$ cat config.mk
export PLATFORM = sky130hd
export DESIGN_NAME = bwf_wake_ctrl
export DESIGN_NICKNAME = d
export VERILOG_FILES = /design/src/bwf_pkg.sv /design/src/bwf_wake_ctrl.sv
export VERILOG_INCLUDE_DIRS = /design/src
export SDC_FILE = /design/constraint.sdc
export NUM_CORES = 1
export LEC_CHECK = 0
export BUFFER_PORTS_ARGS = -buffer_cell sky130_fd_sc_hd__buf_4
export CORE_UTILIZATION = 25
export CTS_CLUSTER_DIAMETER = 50
export DETAILED_ROUTE_END_ITERATION = 6
export PLACE_DENSITY = 0.52
export SYNTH_ARGS = -nofsm -noshare
export SYNTH_HDL_FRONTEND = slang
export SYNTH_SLANG_ARGS = --single-unit
$ cat constraint.sdc
create_clock -name core_clk -period 3.1 [get_ports core_clk]
set_input_delay 0.155 -clock core_clk [delete_from_list [all_inputs] [get_ports core_clk]]
set_output_delay 0.155 -clock core_clk [all_outputs]
set_load 0.01 [all_outputs]
$ cat src/bwf_regs.svh
// register offsets, field positions, reset values and timing counts of the bus wake filter
`ifndef BWF_REGS_SVH
`define BWF_REGS_SVH
// ----------------------------------------
// register word byte addresses
// ----------------------------------------
`define BWF_ADDR_CTRL 8'h00
`define BWF_ADDR_IDVAL 8'h04
`define BWF_ADDR_IDMASK 8'h08
`define BWF_ADDR_DATVAL_LO 8'h0C
`define BWF_ADDR_DATVAL_HI 8'h10
`define BWF_ADDR_DATMASK_LO 8'h14
`define BWF_ADDR_DATMASK_HI 8'h18
`define BWF_ADDR_TIMEOUT 8'h1C
`define BWF_ADDR_STATUS 8'h20
`define BWF_ADDR_IRQSTAT 8'h24
`define BWF_ADDR_IRQMASK 8'h28
// ----------------------------------------
// control fields
// ----------------------------------------
`define BWF_CTRL_WAKE_EN 0
`define BWF_CTRL_BIGEND 1
`define BWF_CTRL_RST 32'h0000_0000
// ----------------------------------------
// interrupt status bits
// ----------------------------------------
`define BWF_IRQ_MATCH 0
`define BWF_IRQ_START 1
`define BWF_IRQ_STOP 2
`define BWF_IRQ_W 3
// ----------------------------------------
// timing
// ----------------------------------------
`define BWF_CLK_HZ 40000000
`define BWF_BLINK_S 10
`define BWF_BLINK_CYC (`BWF_CLK_HZ * `BWF_BLINK_S)
`define BWF_BLINK_HALF_MS 50
`define BWF_BLINK_HALF_CYC (`BWF_CLK_HZ / 1000 * `BWF_BLINK_HALF_MS)
`define BWF_TIMEOUT_RST 32'h0262_5A00
`endif

$ cat src/bwf_pkg.sv
// types shared by the bus wake filter
package bwf_pkg;
  typedef struct packed {
    logic valid;
    logic [28:0] ident;
    logic [63:0] data;
  } bwf_frame_s;

  typedef enum logic [2:0] {
    BWF_OFF = 3'h1,
    BWF_RUN_IGN = 3'h2,
    BWF_RUN_MSG = 3'h4
  } bwf_state_e;
endpackage : bwf_pkg

$ cat src/bwf_wake_ctrl.sv
// wake-on-bus-message filter with ignition priority, keep-running timeout and boot indicator
`timescale 1ns/1ps
`include "bwf_regs.svh"
// Behaviour
// - big-endian control bit reverses byte order of payload before matching
// - match keeps device running; timeout without match shuts it down
// - only payload bits selected by the payload mask are compared
// - payload comparison is bitwise, gaps in mask allowed
// - payload filter covers all 64 data bits at any offset
// - rising ignition starts the device regardless of wake mode
// - ignition start stops only when ignition drops and no match active
// - after bus-message start indicator blinks fast while the device runs, for at most ten seconds
// - identifier bits selected by identifier mask must equal configured bits
// - all-zero mask matches every frame
// - bus-message start needs identifier and payload filters passing on same frame
module bwf_wake_ctrl
  import bwf_pkg::*;
#(
  parameter int BLINK_CYC = `BWF_BLINK_CYC,
  parameter int BLINK_HALF_CYC = `BWF_BLINK_HALF_CYC
) (
  input wire logic core_clk,
  input wire logic arst_n,
  input wire bwf_frame_s rxFrame,
  input wire logic ignitionPin,
  input wire logic [7:0] avs_address,
  input wire logic avs_read,
  input wire logic avs_write,
  input wire logic [31:0] avs_writedata,
  input wire logic [3:0] avs_byteenable,
  output logic [31:0] avs_readdata,
  output logic avs_waitrequest,
  output logic powerHold,
  output logic shutdownReq,
  output logic wakeLed,
  output logic irq
);
  // elaboration check: blink counts the counters cannot serve
  if (BLINK_CYC < 1 || BLINK_HALF_CYC < 1 || BLINK_HALF_CYC > BLINK_CYC) begin : g_bad_blink
    $error("bwf_wake_ctrl: bad blink counts");
  end

  // ----------------------------------------
  // helpers
  // ----------------------------------------
  // masked equality; a zero mask always passes
  function automatic logic maskMatch(input logic [63:0] val, input logic [63:0] ref_, input logic [63:0] msk);
    maskMatch = ((val ^ ref_) & msk) == 64'h0;
  endfunction : maskMatch

  function automatic logic [31:0] byteMerge(input logic [31:0] old, input logic [31:0] nw, input logic [3:0] be);
    for (int i = 0; i < 4; i++) begin
      byteMerge[i*8 +: 8] = be[i] ? nw[i*8 +: 8] : old[i*8 +: 8];
    end
  endfunction : byteMerge

  // ----------------------------------------
  // registers
  // ----------------------------------------
  logic [31:0] ctrl_q;
  logic [28:0] idVal_q;
  logic [28:0] idMask_q;
  logic [63:0] datVal_q;
  logic [63:0] datMask_q;
  logic [31:0] timeout_q;
  logic [`BWF_IRQ_W-1:0] irqStat_q;
  logic [`BWF_IRQ_W-1:0] irqMask_q;
  logic ackPend_q;
  logic [31:0] rdData_q;

  logic ign1_q;
  logic ign2_q;
  logic ignPrev_q;
  bwf_state_e state_q;
  logic [31:0] keepCnt_q;
  logic [31:0] blinkCnt_q;
  logic [31:0] halfCnt_q;
  logic led_q;
  logic msgActive_q;
  logic shut_q;

  logic access;
  logic wrEn;
  logic rdEn;
  logic [63:0] payload;
  logic idOk;
  logic datOk;
  logic frameHit;
  logic ignRise;
  logic expire;
  logic evStart;
  logic evStop;

  assign access = (avs_read | avs_write) & ~ackPend_q;
  // writes land on the edge at which waitrequest is seen low
  assign wrEn = avs_write & ackPend_q;
  assign rdEn = avs_read & ~ackPend_q;
  // one wait cycle, then the answer
  assign avs_waitrequest = (avs_read | avs_write) & ~ackPend_q;

  // ----------------------------------------
  // frame filter
  // ----------------------------------------
  always_comb begin
    payload = rxFrame.data;
    if (ctrl_q[`BWF_CTRL_BIGEND]) begin
      for (int b = 0; b < 8; b++) begin
        payload[b*8 +: 8] = rxFrame.data[(7-b)*8 +: 8];
      end
    end
  end

  assign idOk = maskMatch({35'h0, rxFrame.ident}, {35'h0, idVal_q}, {35'h0, idMask_q});
  assign datOk = maskMatch(payload, datVal_q, datMask_q);
  assign frameHit = rxFrame.valid & idOk & datOk & ctrl_q[`BWF_CTRL_WAKE_EN];

  // ----------------------------------------
  // ignition synchroniser
  // ----------------------------------------
  always_ff @(posedge core_clk or negedge arst_n) begin
    if (!arst_n) begin
      ign1_q <= 1'b0;
      ign2_q <= 1'b0;
      ignPrev_q <= 1'b0;
    end else begin
      ign1_q <= ignitionPin;
      ign2_q <= ign1_q;
      ignPrev_q <= ign2_q;
    end
  end
  assign ignRise = ign2_q & ~ignPrev_q;

  // ----------------------------------------
  // keep-running counter
  // ----------------------------------------
  always_ff @(posedge core_clk or negedge arst_n) begin
    if (!arst_n) begin
      keepCnt_q <= 32'h0;
      msgActive_q <= 1'b0;
    end else if (frameHit) begin
      keepCnt_q <= timeout_q;
      msgActive_q <= 1'b1;
    end else if (keepCnt_q > 32'h1) begin
      keepCnt_q <= keepCnt_q - 32'h1;
    end else begin
      keepCnt_q <= 32'h0;
      msgActive_q <= 1'b0;
    end
  end
  assign expire = msgActive_q & ~frameHit & (keepCnt_q <= 32'h1);

  // ----------------------------------------
  // power state machine
  // ----------------------------------------
  always_comb begin
    evStart = 1'b0;
    evStop = 1'b0;
    case (state_q)
      BWF_OFF: evStart = ignRise | frameHit;
      BWF_RUN_IGN: evStop = ~ign2_q & ~msgActive_q & ~frameHit;
      BWF_RUN_MSG: evStop = expire & ~ign2_q;
      default: evStop = 1'b0;
    endcase
  end

  always_ff @(posedge core_clk or negedge arst_n) begin
    if (!arst_n) begin
      state_q <= BWF_OFF;
    end else begin
      case (state_q)
        BWF_OFF: begin
          if (ignRise) begin
            state_q <= BWF_RUN_IGN;
          end else if (frameHit) begin
            state_q <= BWF_RUN_MSG;
          end
        end
        BWF_RUN_IGN: begin
          if (evStop) begin
            state_q <= BWF_OFF;
          end
        end
        BWF_RUN_MSG: begin
          if (ignRise) begin
            state_q <= BWF_RUN_IGN;
          end else if (evStop) begin
            state_q <= BWF_OFF;
          end
        end
        default: state_q <= BWF_OFF;
      endcase
    end
  end

  always_ff @(posedge core_clk or negedge arst_n) begin
    if (!arst_n) begin
      shut_q <= 1'b0;
    end else begin
      shut_q <= evStop;
    end
  end

  assign powerHold = (state_q != BWF_OFF);
  assign shutdownReq = shut_q;

  // ----------------------------------------
  // boot indicator blink
  // ----------------------------------------
  always_ff @(posedge core_clk or negedge arst_n) begin
    if (!arst_n) begin
      blinkCnt_q <= 32'h0;
      halfCnt_q <= 32'h0;
      led_q <= 1'b0;
    end else if (state_q == BWF_OFF && frameHit && !ignRise) begin
      blinkCnt_q <= 32'(BLINK_CYC);
      halfCnt_q <= 32'(BLINK_HALF_CYC);
      led_q <= 1'b1;
    end else if (blinkCnt_q != 32'h0 && state_q != BWF_OFF) begin
      blinkCnt_q <= blinkCnt_q - 32'h1;
      if (halfCnt_q <= 32'h1) begin
        halfCnt_q <= 32'(BLINK_HALF_CYC);
        led_q <= ~led_q;
      end else begin
        halfCnt_q <= halfCnt_q - 32'h1;
      end
    end else begin
      blinkCnt_q <= 32'h0;
      led_q <= 1'b0;
    end
  end
  assign wakeLed = led_q;

  // ----------------------------------------
  // bus slave: configuration writes
  // ----------------------------------------
  always_ff @(posedge core_clk or negedge arst_n) begin
    if (!arst_n) begin
      ctrl_q <= `BWF_CTRL_RST;
      idVal_q <= 29'h0;
      idMask_q <= 29'h0;
      datVal_q <= 64'h0;
      datMask_q <= 64'h0;
      timeout_q <= `BWF_TIMEOUT_RST;
      irqMask_q <= '0;
    end else if (wrEn) begin
      if (avs_address == `BWF_ADDR_CTRL) begin
        ctrl_q <= byteMerge(ctrl_q, avs_writedata, avs_byteenable) & 32'h0000_0003;
      end else if (avs_address == `BWF_ADDR_IDVAL) begin
        idVal_q <= 29'(byteMerge({3'h0, idVal_q}, avs_writedata, avs_byteenable));
      end else if (avs_address == `BWF_ADDR_IDMASK) begin
        idMask_q <= 29'(byteMerge({3'h0, idMask_q}, avs_writedata, avs_byteenable));
      end else if (avs_address == `BWF_ADDR_DATVAL_LO) begin
        datVal_q[31:0] <= byteMerge(datVal_q[31:0], avs_writedata, avs_byteenable);
      end else if (avs_address == `BWF_ADDR_DATVAL_HI) begin
        datVal_q[63:32] <= byteMerge(datVal_q[63:32], avs_writedata, avs_byteenable);
      end else if (avs_address == `BWF_ADDR_DATMASK_LO) begin
        datMask_q[31:0] <= byteMerge(datMask_q[31:0], avs_writedata, avs_byteenable);
      end else if (avs_address == `BWF_ADDR_DATMASK_HI) begin
        datMask_q[63:32] <= byteMerge(datMask_q[63:32], avs_writedata, avs_byteenable);
      end else if (avs_address == `BWF_ADDR_TIMEOUT) begin
        timeout_q <= byteMerge(timeout_q, avs_writedata, avs_byteenable);
      end else if (avs_address == `BWF_ADDR_IRQMASK) begin
        irqMask_q <= avs_byteenable[0] ? avs_writedata[`BWF_IRQ_W-1:0] : irqMask_q;
      end
    end
  end

  // ----------------------------------------
  // sticky event status, cleared by read; a new event wins
  // ----------------------------------------
  always_ff @(posedge core_clk or negedge arst_n) begin
    if (!arst_n) begin
      irqStat_q <= '0;
    end else begin
      irqStat_q <= ((rdEn && avs_address == `BWF_ADDR_IRQSTAT) ? '0 : irqStat_q)
        | {evStop, (state_q == BWF_OFF) & evStart, frameHit};
    end
  end
  assign irq = |(irqStat_q & irqMask_q);

  // ----------------------------------------
  // bus slave: read data and acknowledge
  // ----------------------------------------
  always_ff @(posedge core_clk or negedge arst_n) begin
    if (!arst_n) begin
      ackPend_q <= 1'b0;
      rdData_q <= 32'h0;
    end else begin
      ackPend_q <= access;
      if (rdEn) begin
        if (avs_address == `BWF_ADDR_CTRL) begin
          rdData_q <= ctrl_q;
        end else if (avs_address == `BWF_ADDR_IDVAL) begin
          rdData_q <= {3'h0, idVal_q};
        end else if (avs_address == `BWF_ADDR_IDMASK) begin
          rdData_q <= {3'h0, idMask_q};
        end else if (avs_address == `BWF_ADDR_DATVAL_LO) begin
          rdData_q <= datVal_q[31:0];
        end else if (avs_address == `BWF_ADDR_DATVAL_HI) begin
          rdData_q <= datVal_q[63:32];
        end else if (avs_address == `BWF_ADDR_DATMASK_LO) begin
          rdData_q <= datMask_q[31:0];
        end else if (avs_address == `BWF_ADDR_DATMASK_HI) begin
          rdData_q <= datMask_q[63:32];
        end else if (avs_address == `BWF_ADDR_TIMEOUT) begin
          rdData_q <= timeout_q;
        end else if (avs_address == `BWF_ADDR_STATUS) begin
          rdData_q <= {25'h0, wakeLed, msgActive_q, ign2_q, powerHold, 3'(state_q)};
        end else if (avs_address == `BWF_ADDR_IRQSTAT) begin
          rdData_q <= {29'h0, irqStat_q};
        end else if (avs_address == `BWF_ADDR_IRQMASK) begin
          rdData_q <= {29'h0, irqMask_q};
        end else begin
          rdData_q <= 32'h0; // unmapped reads zero
        end
      end
    end
  end
  assign avs_readdata = rdData_q;
endmodule : bwf_wake_ctrl

==> results.cfg <==
[logic_synthesis]
synth-edff-count = 0
avgSynthCellArea_um2 = 10.90
syn-cell-area_um2 = 19490
synth.most_common_cell = dfrtp_1
synth_top_area_share_pct = 45.57
synth_ff_type = dfrtp_1
syn_nets = 1937
ys_seq_area_share_pct = 46.78
ys_top_cells_by_area = dfrtp_1, mux2_2, mux2i_1
yosys.area.top_type = dfrtp_1
yosys_register_bits = 364
netlist_instances = 1788
synth.top_cells.by_count = dfrtp_1, mux2_2, nand2_1
ys_async_sr_fraction_pct = 100.0
ys_warn_count = 0
ys_types = 72

[setup_path]
cp_top_family = simple AND/OR/NAND/NOR gates
worstPathArrival_ns = 3.52
cpPeakStageDelay_ns = 0.54
crit_chain = buf_16, buf_4, mux2i_1, mux2i_1, nor4_2, nand4_1, nor4_4, buf_4, nand4_4, buf_12, buf_16, a31o_2
end_kind = flop
crit_slowest_cell = dfrtp_4
worstSetupPathType = reg -> reg
r2r-start = ctrl_q[1]$_DFFE_PN0P_
required_ns = 3.56
r2r_cells = 12
cp-start-kind = flop
cp_max_fo = 15
path_buf_inv = 5
r2r_setup_slack_ns = 0.04
rr_endpoint = halfCnt_q[24]$_DFFE_PN0P_

[detailed_routing]
totalWireLength_um = 74010
drtIter0Drc = 1382
dr.pass1.iters = 5
vias = 16157
drc = 0
m1WireLength_um = 32480
met2WireLength_um = 33960
route.top_layer_used = met4
vias_per_cell = 5.124
wl_per_cell_um = 23.47
ant_nets = 0
dr_wl_met3_um = 4321

[grt]
grt_max_degree = 76
grt_overflow_total = 0
track_usage_pct = 18.57
antenna_found_initial = 1
grt_pass1_wl_um = 109400
grt_pass1_vias = 16408

[sta]
finalCriticalPeriod_ns = 3.057
worst_pin_slew_ns = 1.063
setup_violations = 0
layout_worst_path_cycle_share_pct = 98.62
fin_ws_ns = 0.04282
slew_headroom_pct = 28.84
fmax_mhz = 327.1
drv_slew = 0
finalHoldViolCount = 0
grt_setup_unrepaired = true
clock_skew_ns = 0.09414

[run_status]
status = complete, no violations

[cells_and_area]
num_antenna_cells = 0
ff_latch_area_um2 = 9124
drive_gt1_share_pct = 31.90
area_growth_pct = 28.43
multi_input_area_um2 = 10050
stdcell_count = 3153
fillerInstances = 7952
nets = 2220

[placement]
io_buffers = 179
dp_slack_ns = 0.02288
placed_cells = 3004
gp_congestion = 0.9241
place_hpwl_um = 55320

[flow_run]
maxCapViolCount = 0

[clock_network]
tritoncts = built
root_buffer = clkbuf_16
clkSlewWorstSetupHoldPaths_ns = 0.06
cts_buffers = 52
cts_num_sinks = 364
clk_latency_ns = 0.65
cts_max_level = 2
clk_path_buf_depth = 3

[floorplan]
core_area_um2 = 77340
dieHeight_um = 281.3
ios = 180
fp-row-count = 102
die_x_um = 281.3
dieArea_um2 = 79100
initial_core_util_pct = 25.21

[power_and_ir_drop]
peakVddDrop_v = 0.0003885
p_leak_nw = 11.25
p_per_area_nw_per_um2 = 576.2

[worst_hold_path]
min_path_type = in -> reg
hold_start = avs_address[4]
min_to = irqStat_q[0]$_DFF_PN0_
hold_depth = 5
through the flow:
| stage | hold slack [ns] | power [mW] | TNS (ns) | area, µm² | utilization, % |
|---|---|---|---|---|---|
| 2_1_floorplan | -0.1406 | 7.260 | 0 | 19490 | - |
| 3_3_place_gp | 0.1897 | 8.215 | 0 | 22460 | 29.04 |
| 3_5_place_dp | 0.1933 | 8.304 | 0 | 22460 | 29.04 |
| 4_1_cts | 0.06636 | 14.54 | -0.1264 | 24790 | 32.06 |
| 5_1_grt | 0.1096 | 15.11 | -0.6103 | 25040 | 32.37 |
| 6_report | 0.1203 | 14.43 | 0 | 25040 | 32.37 |
report_power, final:
| group | switching (mW) | internal [mW] | leakage [nW] |
|---|---|---|---|
| logic | 1.61 | 1.20 | 5.44 |
| clock network | 2.50 | 3.64 | 0.878 |
| registers | 0.374 | 5.11 | 4.93 |
| total | 4.48 | 9.94 | 11.3 |
logic make-up after synthesis:
group | count (synthesis) | synth area share, %
simple gates | 514 | 13.30
flops | 364 | 46.78
mux | 349 | 19.56
compound gates | 338 | 12.30
xor+xnor | 119 | 5.346
buf+inv | 98 | 2.317
fa+ha+maj | 6 | 0.3851
worst min-delay path, cell delays in order:
cell and delay [ns]:
buf_4 0.10, nor4b_1 0.09, nand3_1 0.16, nand2_1 0.07, nand2_1 0.06
what timing repair did:
item	4_1_cts	5_1_grt
setup endpoints to repair	19	59
gates resized for setup	14	19
hold buffers	36	0
pin swaps	6	6
endpoints found under the hold margin	288	0
gates cloned	2	3
setup buffers	4	8
registers in the layout (all words and copies together) (netlist names), 29 cells and up:
name / flops
idMask_q: 29
timeout_q: 32
blinkCnt_q: 32
keepCnt_q: 32
datVal_q: 64
halfCnt_q: 32
idVal_q: 29
avs_readdata: 32
datMask_q: 64
area by class of cell:
| type | instances | share of cell area, % |
|---|---|---|
| well taps | 1040 | 5.197 |
| repair buffers | 308 | 10.67 |
| inverters | 19 | 0.2849 |
| flip-flops and latches | 364 | 36.44 |
| clock buffers | 63 | 5.602 |
| multi-input cells | 1326 | 40.15 |
| clock inverters | 33 | 1.654 |
routing by layer:
layer	vias up	track usage, %
met5	-	0
met4	0	7.469
met3	153	3.051
met2	601	29.48
met1	8164	25.04
li1	7239	-
worst max path at each step:
stage | end | startpoint | cells after the start
after global placement | halfCnt_q[26]$_DFFE_PN0P_ | ctrl_q[1]$_DFFE_PN0P_ | 9
after global routing | halfCnt_q[14]$_DFFE_PN0P_ | ctrl_q[1]$_DFFE_PN0P_ | 10
final | halfCnt_q[24]$_DFFE_PN0P_ | ctrl_q[1]$_DFFE_PN0P_ | 12
after detailed placement | halfCnt_q[14]$_DFFE_PN0P_ | ctrl_q[1]$_DFFE_PN0P_ | 9
after CTS | halfCnt_q[31]$_DFFE_PN0P_ | ctrl_q[1]$_DFFE_PN0P_ | 10
after floorplan | blinkCnt_q[30]$_DFF_PN0_ | blinkCnt_q[0]$_DFF_PN0_ | 9
layout by cell type, fill, tap and decap left out, types with 7 or more instances in the layout:
master,n
a211oi_1,23
a21oi_1,53
a221o_1,15
a222oi_1,9
a22o_1,8
a22oi_1,61
a311o_1,8
a31o_2,17
a31oi_1,7
and2_1,9
and3_1,9
buf_12,11
buf_4,251
clkbuf_16,55
clkinv_2,7
clkinv_4,7
dfrtp_1,354
dfstp_2,9
dlygate4sd3_1,36
inv_1,19
mux2_2,247
mux2i_1,87
nand2_1,138
nand2b_1,36
nand3_1,36
nand4_1,18
nor2_1,128
nor3_1,39
nor4_1,26
o21ai_0,58
o221ai_1,19
o22ai_1,20
or2_2,7
or3_1,13
or4_1,13
xnor2_1,71
xor2_1,48
Power figures use the tool's default switching activity.
